### src/hw/rcs_pkg.sv
// Purpose: Shared constants and carrier types for the ring context/store decoder
// Assumes: 32-bit command dwords, one dword offered per cycle
// Notes: Field positions and opcodes are the command formats' own
package rcs_pkg;
   // ****************************************
   // Command header fields
   // ****************************************
   localparam int TYPE_HI = 31;
   localparam int TYPE_LO = 29;
   localparam int OPC_HI = 28;
   localparam int OPC_LO = 23;
   localparam int LEN_HI = 7;
   localparam int LEN_LO = 0;
   localparam logic [2:0] TYPE_MI = 3'h0;
   localparam logic [5:0] OPC_SEMA = 6'h16;
   localparam logic [5:0] OPC_CTX = 6'h18;
   localparam logic [5:0] OPC_SIMM = 6'h20;
   localparam logic [5:0] OPC_SIDX = 6'h21;
   localparam logic [7:0] LEN_BIAS = 8'h02;
   // ****************************************
   // Per-command bit positions
   // ****************************************
   localparam int SEM_CMPREG_BIT = 18;
   localparam int SEM_REGSEL_BIT = 17;
   localparam int SEM_COMPARE_BIT = 20;
   localparam int SEM_UPDATE_BIT = 21;
   localparam int CTX_FORCE_BIT = 1;
   localparam int CTX_INHIBIT_BIT = 0;
   localparam int CTX_ADDR_LO = 12;
   localparam int ST_GLOBAL_BIT = 22;
   localparam int SIDX_PROBE_BIT = 22;
   localparam int ADDR_LO = 2;
   localparam int SIDX_OFF_HI = 11;
   localparam logic [19:0] CTX_RESET = 20'h0000_0;
   localparam logic [3:0] BE_ALL = 4'hf;
   localparam logic [3:0] BE_NONE = 4'h0;

   // Memory write carrier
   typedef struct packed {
      logic [29:0] dwAddr;
      logic [31:0] data;
      logic [3:0] byteEn;
      logic snoop;
   } rcs_wr_t;

   // Context engine request carrier
   typedef struct packed {
      logic doSave;
      logic doLoad;
      logic [19:0] saveAddr;
      logic [19:0] loadAddr;
   } rcs_ctx_t;
endpackage : rcs_pkg

### src/hw/rcs_decoder.sv
// Purpose: Decodes context switch, store and semaphore-tail fields from a command stream
// Assumes: Dwords arrive with valid/ready; context engine and memory side are on clock
// Notes: Command stream never stalls on write completion
//
// Summary of operation
// - Compare-register bit selects register operand
// - Bit 17 picks video or blitter sync
// - Length field is total dwords minus two
// - Continue only if semaphore exceeds data
// - Dword 2 address: memory or register
// - Decode type 0, opcodes 16h/18h/20h/21h
// - New context: save old, load new
// - Same context address: no operation
// - Context address bits 31:12, then stored
// - Force restore reloads matching context
// - Restore inhibit skips the load
// - Force/inhibit not kept in context register
// - Immediate store is snooped write
// - Non-secure global store: byte enables off
// - Store address bits 31:2, dword aligned
// - Quadword: dword 3 low, dword 4 high
// - Issue write, continue without waiting
// - Indexed store offsets status page base
// - Bit 22 indexes probe list instead
`timescale 1ns/1ps
module rcs_decoder
   import rcs_pkg::*;
(
   input wire logic clock,
   input wire logic rst,
   input wire logic [31:0] cmdData,
   input wire logic cmdValid,
   output logic cmdReady,
   input wire logic secureBatch,
   input wire logic [19:0] statusPageBase,
   input wire logic [19:0] probeListBase,
   input wire logic [31:0] videoSyncReg,
   input wire logic [31:0] blitterSyncReg,
   input wire logic [31:0] semMemValue,
   output logic semMemReq,
   output logic [29:0] semMemAddr,
   input wire logic semMemValid,
   output logic [29:0] semRegAddr,
   output logic semWait,
   output logic semPass,
   output rcs_pkg::rcs_ctx_t ctxReq,
   output logic ctxReqValid,
   input wire logic ctxDone,
   output logic [19:0] currentContextReg,
   output rcs_pkg::rcs_wr_t wr,
   output logic wrValid,
   input wire logic wrReady
);
   import rcs_pkg::*;

   typedef enum logic [2:0] {
      S_HEAD = 3'b000,
      S_BODY = 3'b001,
      S_EXEC = 3'b011,
      S_WAIT = 3'b010,
      S_SKIP = 3'b110
   } rcs_state_t;

   typedef enum logic [1:0] {
      K_SEMA = 2'b00,
      K_CTX = 2'b01,
      K_SIMM = 2'b10,
      K_SIDX = 2'b11
   } rcs_kind_t;

   // Header classification, used at head and in assertions
   function automatic logic isOurs(input logic [31:0] h);
      logic [5:0] op;
      op = h[OPC_HI:OPC_LO];
      isOurs = (h[TYPE_HI:TYPE_LO] == TYPE_MI) &&
               (op == OPC_SEMA || op == OPC_CTX || op == OPC_SIMM || op == OPC_SIDX);
   endfunction : isOurs

   rcs_state_t state_q;
   rcs_kind_t kind_q;
   logic [31:0] hdr_q;
   logic [31:0] dw_q [0:4];
   logic [7:0] idx_q;
   logic [7:0] total_q;
   logic storeBusy;
   logic storeStart;
   logic [29:0] storeAddr;
   logic take;
   logic [19:0] newCtx;
   logic sameCtx;
   logic force_b;
   logic inhibit_b;
   logic lastWord;

   // ****************************************
   // Stream intake
   // ****************************************
   assign cmdReady = (state_q == S_HEAD) || (state_q == S_BODY) || (state_q == S_SKIP);
   assign take = cmdValid && cmdReady;
   // Header dword counts as index 0; total is length plus bias
   assign lastWord = (idx_q + 8'h01 == total_q);

   // ****************************************
   // Command state machine
   // ****************************************
   // Unknown headers are passed over one dword at a time, they are not ours
   always_ff @(posedge clock or posedge rst) begin
      if (rst) begin
         state_q <= S_HEAD;
         kind_q <= K_SEMA;
         hdr_q <= 32'h0000_0000;
         idx_q <= 8'h00;
         total_q <= 8'h00;
      end else begin
         unique case (state_q)
            S_HEAD: begin
               if (take && isOurs(cmdData)) begin
                  hdr_q <= cmdData;
                  idx_q <= 8'h01;
                  total_q <= cmdData[LEN_HI:LEN_LO] + LEN_BIAS;
                  unique case (cmdData[OPC_HI:OPC_LO])
                     OPC_CTX: kind_q <= K_CTX;
                     OPC_SIMM: kind_q <= K_SIMM;
                     OPC_SIDX: kind_q <= K_SIDX;
                     default: kind_q <= K_SEMA;
                  endcase
                  state_q <= S_BODY;
               end
            end
            S_BODY: begin
               if (take) begin
                  idx_q <= idx_q + 8'h01;
                  if (lastWord) begin
                     state_q <= S_EXEC;
                  end else if (idx_q == 8'h04) begin
                     state_q <= S_SKIP;
                  end
               end
            end
            S_SKIP: begin
               // Extra dwords past the formats are drained
               if (take) begin
                  idx_q <= idx_q + 8'h01;
                  if (lastWord) begin
                     state_q <= S_EXEC;
                  end
               end
            end
            S_EXEC: begin
               state_q <= S_WAIT;
            end
            S_WAIT: begin
               if (kind_q == K_CTX) begin
                  if (ctxDone || !ctxReqValid) begin
                     state_q <= S_HEAD;
                  end
               end else if (kind_q == K_SEMA) begin
                  if (semPass) begin
                     state_q <= S_HEAD;
                  end
               end else if (!storeBusy) begin
                  // Only the issue slot is awaited, never completion
                  state_q <= S_HEAD;
               end
            end
            default: state_q <= S_HEAD;
         endcase
      end
   end

   // ****************************************
   // Body dword capture
   // ****************************************
   generate
      for (genvar i = 1; i < 5; i++) begin : g_dw
         always_ff @(posedge clock or posedge rst) begin
            if (rst) begin
               dw_q[i] <= 32'h0000_0000;
            end else if (take && state_q == S_BODY && idx_q == 8'(i)) begin
               dw_q[i] <= cmdData;
            end
         end
      end
   endgenerate
   assign dw_q[0] = hdr_q;

   // ****************************************
   // Context switch decisions
   // ****************************************
   assign newCtx = dw_q[1][31:CTX_ADDR_LO];
   assign force_b = dw_q[1][CTX_FORCE_BIT];
   assign inhibit_b = dw_q[1][CTX_INHIBIT_BIT];
   assign sameCtx = (newCtx == currentContextReg);

   // Save only on change; load on change or force, never under inhibit
   always_ff @(posedge clock or posedge rst) begin
      if (rst) begin
         ctxReq <= '0;
         ctxReqValid <= 1'b0;
      end else if (state_q == S_EXEC && kind_q == K_CTX) begin
         ctxReq.doSave <= !sameCtx;
         ctxReq.doLoad <= (!sameCtx || force_b) && !inhibit_b;
         ctxReq.saveAddr <= currentContextReg;
         ctxReq.loadAddr <= newCtx;
         ctxReqValid <= !sameCtx || force_b;
      end else if (ctxDone) begin
         ctxReqValid <= 1'b0;
      end
   end

   // Register keeps only the address, not the one-shot controls
   always_ff @(posedge clock or posedge rst) begin
      if (rst) begin
         currentContextReg <= CTX_RESET;
      end else if (state_q == S_WAIT && kind_q == K_CTX && ctxReqValid && ctxDone) begin
         currentContextReg <= ctxReq.loadAddr;
      end
   end

   // ****************************************
   // Semaphore tail
   // ****************************************
   // Operand from sync register or memory read
   logic useReg;
   logic [31:0] regOperand;
   logic memGot_q;
   logic [31:0] memVal_q;
   assign useReg = hdr_q[SEM_CMPREG_BIT];
   assign regOperand = hdr_q[SEM_REGSEL_BIT] ? blitterSyncReg : videoSyncReg;
   assign semMemAddr = dw_q[2][31:ADDR_LO];
   assign semRegAddr = dw_q[2][31:ADDR_LO];
   assign semMemReq = (state_q == S_WAIT) && (kind_q == K_SEMA) && !useReg &&
                      hdr_q[SEM_COMPARE_BIT];

   // Memory operand is re-read while the wait lasts, else a failed compare hangs
   always_ff @(posedge clock or posedge rst) begin
      if (rst) begin
         memGot_q <= 1'b0;
         memVal_q <= 32'h0000_0000;
      end else if (state_q != S_WAIT) begin
         memGot_q <= 1'b0;
      end else if (semMemReq && semMemValid) begin
         memGot_q <= 1'b1;
         memVal_q <= semMemValue;
      end
   end

   // Continue only on strictly greater; no compare passes at once
   always_comb begin
      semPass = 1'b0;
      if (state_q == S_WAIT && kind_q == K_SEMA) begin
         if (!hdr_q[SEM_COMPARE_BIT]) begin
            semPass = 1'b1;
         end else if (useReg) begin
            semPass = regOperand > dw_q[1];
         end else begin
            semPass = memGot_q && (memVal_q > dw_q[1]);
         end
      end
   end
   assign semWait = (state_q == S_WAIT) && (kind_q == K_SEMA) && !semPass;

   // ****************************************
   // Store commands
   // ****************************************
   // Reserved bits of dword 0 and 1 are never looked at
   always_comb begin
      if (kind_q == K_SIMM) begin
         storeAddr = dw_q[2][31:ADDR_LO];
      end else if (hdr_q[SIDX_PROBE_BIT]) begin
         storeAddr = {probeListBase, 10'h000} + {20'h0_0000, dw_q[1][SIDX_OFF_HI:ADDR_LO]};
      end else begin
         storeAddr = {statusPageBase, 10'h000} + {20'h0_0000, dw_q[1][SIDX_OFF_HI:ADDR_LO]};
      end
   end

   assign storeStart = (state_q == S_EXEC) && (kind_q == K_SIMM || kind_q == K_SIDX);

   rcs_store_path u_store (
      .clock(clock),
      .rst(rst),
      .start(storeStart),
      .baseAddr(storeAddr),
      .dataLo(kind_q == K_SIMM ? dw_q[3] : dw_q[2]),
      .dataHi(kind_q == K_SIMM ? dw_q[4] : dw_q[3]),
      .qword(kind_q == K_SIMM ? (hdr_q[LEN_HI:LEN_LO] == 8'h03) : (hdr_q[LEN_HI:LEN_LO] == 8'h02)),
      .zeroBe(kind_q == K_SIMM && hdr_q[ST_GLOBAL_BIT] && !secureBatch),
      .busy(storeBusy),
      .wr(wr),
      .wrValid(wrValid),
      .wrReady(wrReady)
   );

   // ****************************************
   // Checks
   // ****************************************
   property p_hdr_decode;
      @(posedge clock) disable iff (rst)
      (state_q == S_HEAD && take && isOurs(cmdData)) |=> (state_q == S_BODY);
   endproperty
   a_hdr_decode: assert property (p_hdr_decode) else $error("header not decoded");

   property p_len;
      @(posedge clock) disable iff (rst)
      (state_q == S_HEAD && take && isOurs(cmdData))
         |=> (total_q == $past(cmdData[7:0]) + 8'h02);
   endproperty
   a_len: assert property (p_len) else $error("length bias wrong");

   property p_same_noop;
      @(posedge clock) disable iff (rst)
      (state_q == S_EXEC && kind_q == K_CTX && sameCtx && !force_b) |=> !ctxReqValid;
   endproperty
   a_same_noop: assert property (p_same_noop) else $error("same context not skipped");

   property p_save_new;
      @(posedge clock) disable iff (rst)
      (state_q == S_EXEC && kind_q == K_CTX && !sameCtx)
         |=> (ctxReq.doSave && ctxReqValid && ctxReq.saveAddr == $past(currentContextReg));
   endproperty
   a_save_new: assert property (p_save_new) else $error("old context not saved");

   property p_force;
      @(posedge clock) disable iff (rst)
      (state_q == S_EXEC && kind_q == K_CTX && force_b && !inhibit_b) |=> ctxReq.doLoad;
   endproperty
   a_force: assert property (p_force) else $error("force restore ignored");

   property p_inhibit;
      @(posedge clock) disable iff (rst)
      (state_q == S_EXEC && kind_q == K_CTX && inhibit_b) |=> !ctxReq.doLoad;
   endproperty
   a_inhibit: assert property (p_inhibit) else $error("inhibit did not block load");

   property p_current_context_reg;
      @(posedge clock) disable iff (rst)
      (state_q == S_WAIT && kind_q == K_CTX && ctxReqValid && ctxDone)
         |=> (currentContextReg == $past(ctxReq.loadAddr));
   endproperty
   a_current_context_reg: assert property (p_current_context_reg) else $error("context register not updated");

   property p_sem_gt;
      @(posedge clock) disable iff (rst)
      (semPass && hdr_q[SEM_COMPARE_BIT]) |-> ((useReg ? (hdr_q[SEM_REGSEL_BIT] ?
         blitterSyncReg : videoSyncReg) : memVal_q) > dw_q[1]);
   endproperty
   a_sem_gt: assert property (p_sem_gt) else $error("semaphore passed without greater");

   property p_store_issue;
      @(posedge clock) disable iff (rst)
      storeStart |=> (wrValid && wr.snoop && wr.dwAddr == $past(storeAddr));
   endproperty
   a_store_issue: assert property (p_store_issue) else $error("store not issued snooped");

   property p_be_off;
      @(posedge clock) disable iff (rst)
      (storeStart && kind_q == K_SIMM && hdr_q[22] && !secureBatch) |=> (wr.byteEn == 4'h0);
   endproperty
   a_be_off: assert property (p_be_off) else $error("byte enables not off");
endmodule : rcs_decoder

### src/hw/rcs_store_path.sv
// Purpose: Issues one or two dword memory writes for a store command
// Assumes: Memory side accepts a write whenever wrReady is high
// Notes: Fire-and-forget; no completion is tracked
`timescale 1ns/1ps
module rcs_store_path
   import rcs_pkg::*;
(
   input wire logic clock,
   input wire logic rst,
   input wire logic start,
   input wire logic [29:0] baseAddr,
   input wire logic [31:0] dataLo,
   input wire logic [31:0] dataHi,
   input wire logic qword,
   input wire logic zeroBe,
   output logic busy,
   output rcs_pkg::rcs_wr_t wr,
   output logic wrValid,
   input wire logic wrReady
);
   logic pending_q;
   logic second_q;
   logic [31:0] hi_q;

   // ****************************************
   // Write sequencing
   // ****************************************
   // Lower dword first, upper dword at the next address
   always_ff @(posedge clock or posedge rst) begin
      if (rst) begin
         pending_q <= 1'b0;
         second_q <= 1'b0;
         hi_q <= 32'h0000_0000;
         wr <= '0;
      end else if (start) begin
         pending_q <= 1'b1;
         second_q <= qword;
         hi_q <= dataHi;
         wr.dwAddr <= baseAddr;
         wr.data <= dataLo;
         wr.byteEn <= zeroBe ? BE_NONE : BE_ALL;
         wr.snoop <= 1'b1;
      end else if (pending_q && wrReady) begin
         if (second_q) begin
            second_q <= 1'b0;
            wr.dwAddr <= wr.dwAddr + 30'h0000_0001;
            wr.data <= hi_q;
         end else begin
            pending_q <= 1'b0;
         end
      end
   end

   assign wrValid = pending_q;
   assign busy = pending_q;

   // Second write carries the held upper dword at address plus one
   property p_qw_upper;
      @(posedge clock) disable iff (rst)
      (wrValid && wrReady && second_q) |=> (wr.data == $past(hi_q) && wrValid);
   endproperty
   a_qw_upper: assert property (p_qw_upper) else $error("upper dword not sent");
endmodule : rcs_store_path

### config.mk
export PLATFORM = sky130hd
export DESIGN_NAME = rcs_decoder
export DESIGN_NICKNAME = d
export VERILOG_FILES = /design/src/hw/rcs_pkg.sv /design/src/hw/rcs_decoder.sv /design/src/hw/rcs_store_path.sv
export SDC_FILE = /design/constraint.sdc
export NUM_CORES = 1
export LEC_CHECK = 0
export BUFFER_PORTS_ARGS = -buffer_cell sky130_fd_sc_hd__buf_2
export CAP_MARGIN = 20
export CORE_MARGIN = 2
export CORE_UTILIZATION = 60
export DETAILED_ROUTE_END_ITERATION = 12
export PLACE_DENSITY = 0.95
export SYNTH_ARGS = -nofsm -noshare
export SYNTH_HDL_FRONTEND = slang
export SYNTH_HIERARCHICAL = 1
export SYNTH_SLANG_ARGS = --single-unit
### constraint.sdc
create_clock -name clock -period 12.1 [get_ports clock]
set_input_delay 1.21 -clock clock [delete_from_list [all_inputs] [get_ports clock]]
set_output_delay 1.21 -clock clock [all_outputs]
set_load 0.005 [all_outputs]
==> run summary <==
The flow ran to the end, and the final reports show no timing, DRC or antenna violations. The setup-violating endpoint count in the final report came out at 0. The number of hold violations in the final report came to 0. The number of cells on the worst reg-to-reg path is 9. The kind of critical path is reg -> out. The cell leakage power is 10.7 nW. The transition at the pin with the smallest max-transition slack came out at 1.11 ns. The largest net degree at the start of global routing is 114. The number of enable flip-flop cells after synthesis came out at 0. The die span in y is 180 um. The total global-route track usage is 0.324. The number of violations reported at the end of detailed-routing iteration 0 came out at 972. The deepest clock path buffer count came out at 3. In the finished design, the share of the clock period the worst path needs comes to 0.427. The cell sitting at the root of the clock tree is a clkbuf_16.

STA classifies the critical path startpoint as a register. In this run the worst hold path is classified as reg -> reg. The highest attainable clock frequency is 194 MHz. The worst max-slew margin expressed relative to the limit came out at 0.257. The effective utilization at floorplan came out at 0.609. The H-tree level count is 2. The half-perimeter wire length after placement came out at 37900 um. In this run the worst setup path terminates at semPass. The horizontal die dimension is 180 um.

The count of hold buffers inserted by post-cts repair came out at 0. The finished layout holds 2305 standard cells, fillers aside. The length of the first detailed-routing pass in iterations came out at 7. The pre-CTS worst setup slack came out at 7.15 ns.

The power per standard cell area is 182 nW/um^2. TritonCTS built the clock tree. The max-cap check violation count is 0. In this run the remaining antenna-violating nets after routing total 0. The number of placed I/O pins came out at 370. The number of warnings issued by yosys is 6. The number of setup buffers added after CTS came out at 0. The remaining global-route overflow came out at 0.

The initial antenna violation count is 2. In this run the cell area of the synthesized design comes to 18600 um^2. The mean post-synth cell area is 11.6 um^2. For this run, the post-layout net count is 2128. The post-layout minimum cycle time came out at 5.17 ns. The clock buffer count from CTS came out at 38. In this run the most critical hold path is launched from u_store/wr[0]. The clock-pin slew on the worst setup and hold paths is 0.06 ns. The area growth from synthesis to final layout is 15.8%. The accumulated negative setup slack is 0 ns. The final count of pins violating max slew came out at 0.

The share of synthesized flip-flops with an asynchronous set or reset is 1.00. On the final layout, the worst hold slack is 0.464 ns. The count of unique library cells instantiated by Yosys is 70. The endpoint identified for the worst register-to-register timing path is state_q[1]. The most common cell after layout, fill and taps aside is buf_2. In this run the standard cell core region covers 30600 um^2. The launching element of the worst setup path is hdr_q[17]. The post-synthesis register bit count is 354. The post-detailed-routing wire length is 53500 um. During placement, the flow inserted port buffers numbering 369. The first global-routing pass estimated 82200 um of wire. Along the worst path, the maximum fanout reaches 33. Using the TritonRoute via totals, the vias-per-cell ratio works out to 6.18. Dividing the detail-routed wire length by the instance count gives 23.2 um.

The count of instances resized after the clock tree is built is 0. The full die area is 32500 um^2. The register-to-register path setup slack is 8.71 ns. The share of synthesized area occupied by flip-flops and latches is 0.475. Data on the critical path arrives at its endpoint at 3.96 ns.

The site row count came out at 64. Counting every instance in the synthesized netlist gives 1604. Counting every net in the synthesized netlist gives 1849. The required time of the worst setup path is 10.89 ns. The total number of clock tree sinks came out at 354. The most used flip-flop cell after synthesis is dfrtp_1. The total via count after detailed routing came out at 14.2k. The worst setup margin came out at 6.93 ns. The number of remaining DRC errors is 0. Of the cells placed in the final design, the portion with a size suffix greater than 1 is 0.430. The via count of the first global-routing pass came out at 14.4k. The clock skew after layout came out at 0.0274 ns.

The worst vdd rail ir drop is 120 uV. The worst register-to-register path begins at hdr_q[17]. In the layout the commonest cells are buf_2 (369), mux2_2 (355), dfrtp_1 (354).

The insertion delay of the later-clocked pin in the worst-skew pair came out at 0.54 ns. STA classifies the critical path endpoint as a primary output. The congestion estimate from routability-driven global placement came to 0.912.

Setup repair after global routing left no endpoint under its margin. Counting tap cells, the placed design contains a total of 2237 instances.
==> metal layers <==
layer	wire length, um	GRT usage	vias up
met5	0	0	-
met4	2130	0.125	0
met3	4120	0.0697	150
met2	26100	0.546	683
met1	21200	0.411	7126
li1	-	-	6276
==> power by group <==
part,switching [mW],internal [mW]
sequential,0.254,1.41
clock,0.491,0.678
combinational,0.558,0.530
total,1.30,2.62
==> stage by stage <==
| stage | total power, mW | cell area (um^2) | util |
|---|---|---|---|
| 2_1_floorplan | 2.40 | 18600 | - |
| 6_report | 3.92 | 21600 | 0.706 |
| 3_3_place_gp | 2.65 | 20300 | 0.663 |
| 5_1_grt | 4.12 | 21600 | 0.706 |
| 3_5_place_dp | 2.73 | 20300 | 0.663 |
| 4_1_cts | 3.92 | 21500 | 0.704 |
==> cell type report <==
class / count / area, um^2
diodes: 1 / 2.50
clock buffers: 53 / 1090
clock inverters: 12 / 154
fillers: 2074 / 9000
inverters: 51 / 201
multi-input cells: 1053 / 8780
flip-flops and latches: 354 / 8860
well taps: 396 / 495
repair buffers: 385 / 2010
==> state kept, by name, indices dropped and copies added, names as in the netlist <==
name / flops
total_q: 7
kind_q: 2
u_store/hi_q: 32
u_store/busy: 1
currentContextReg: 20
u_store/wr: 64
memGot_q: 1
state_q: 3
semMemAddr: 30
ctxReqValid: 1
memVal_q: 32
ctxReq: 42
u_store/second_q: 1
idx_q: 8
dw_q: 98
hdr_q: 12
==> how the worst min path moves through the flow <==
stage	to	slack (ns)	cells past startpoint
detailed placement	u_store/wr[0]	0.45	1
finish	u_store/wr[0]	0.46	1
global route	u_store/wr[0]	0.51	1
global placement	u_store/wr[0]	0.45	1
floorplan	memGot_q	0.44	2
CTS	u_store/wr[0]	0.47	1
==> cell families (layout without fill, tap and decap cells) <==
logic type,count (synthesis),in the layout,synth area share
mux,416,416,0.249
buf+inv,197,501,0.0547
simple gates,305,305,0.0830
fa+ha+maj,70,70,0.0470
xor+xnor,46,46,0.0216
flops,354,354,0.475
compound gates,216,216,0.0696
other cells,0,1,0
==> cells in the mapped netlist, types with 3 or more instances <==
master,instances,area (um^2)
xor2_1,18,158
o21ai_0,99,495
buf_4,65,488
nor3b_1,3,22.5
nand2_1,124,465
a31oi_1,17,106
nand4_1,35,219
dfrtp_1,354,8860
mux2i_1,54,541
ha_1,70,876
or4_1,18,135
a221oi_1,3,26.3
nand3_1,24,120
a21o_1,3,22.5
or3_1,7,43.8
nor3_1,9,45.0
and3_1,7,43.8
nor2b_1,8,50.1
mux2_4,5,75.1
nor4_1,8,50.1
o31ai_1,17,128
xnor2_1,28,245
buf_1,8,30.0
a21boi_0,3,22.5
inv_1,50,188
and4_1,4,35.0
o41ai_1,3,26.3
mux2_2,355,4000
buf_2,23,115
o211ai_1,4,30.0
nor2_1,41,154
clkbuf_1,49,184
a21oi_1,42,210
==> worst max-delay path: stages, from the launching register on <==
cell,delay (ns)
dfrtp_1,0.33
buf_4,0.38
mux2_2,0.43
ha_1,0.32
nand4_1,0.19
nor4_1,0.75
o311ai_0,0.30
a32o_1,0.33
a21oi_1,0.21
buf_2,0.16
No activity file was read; power rests on OpenSTA's default activity.
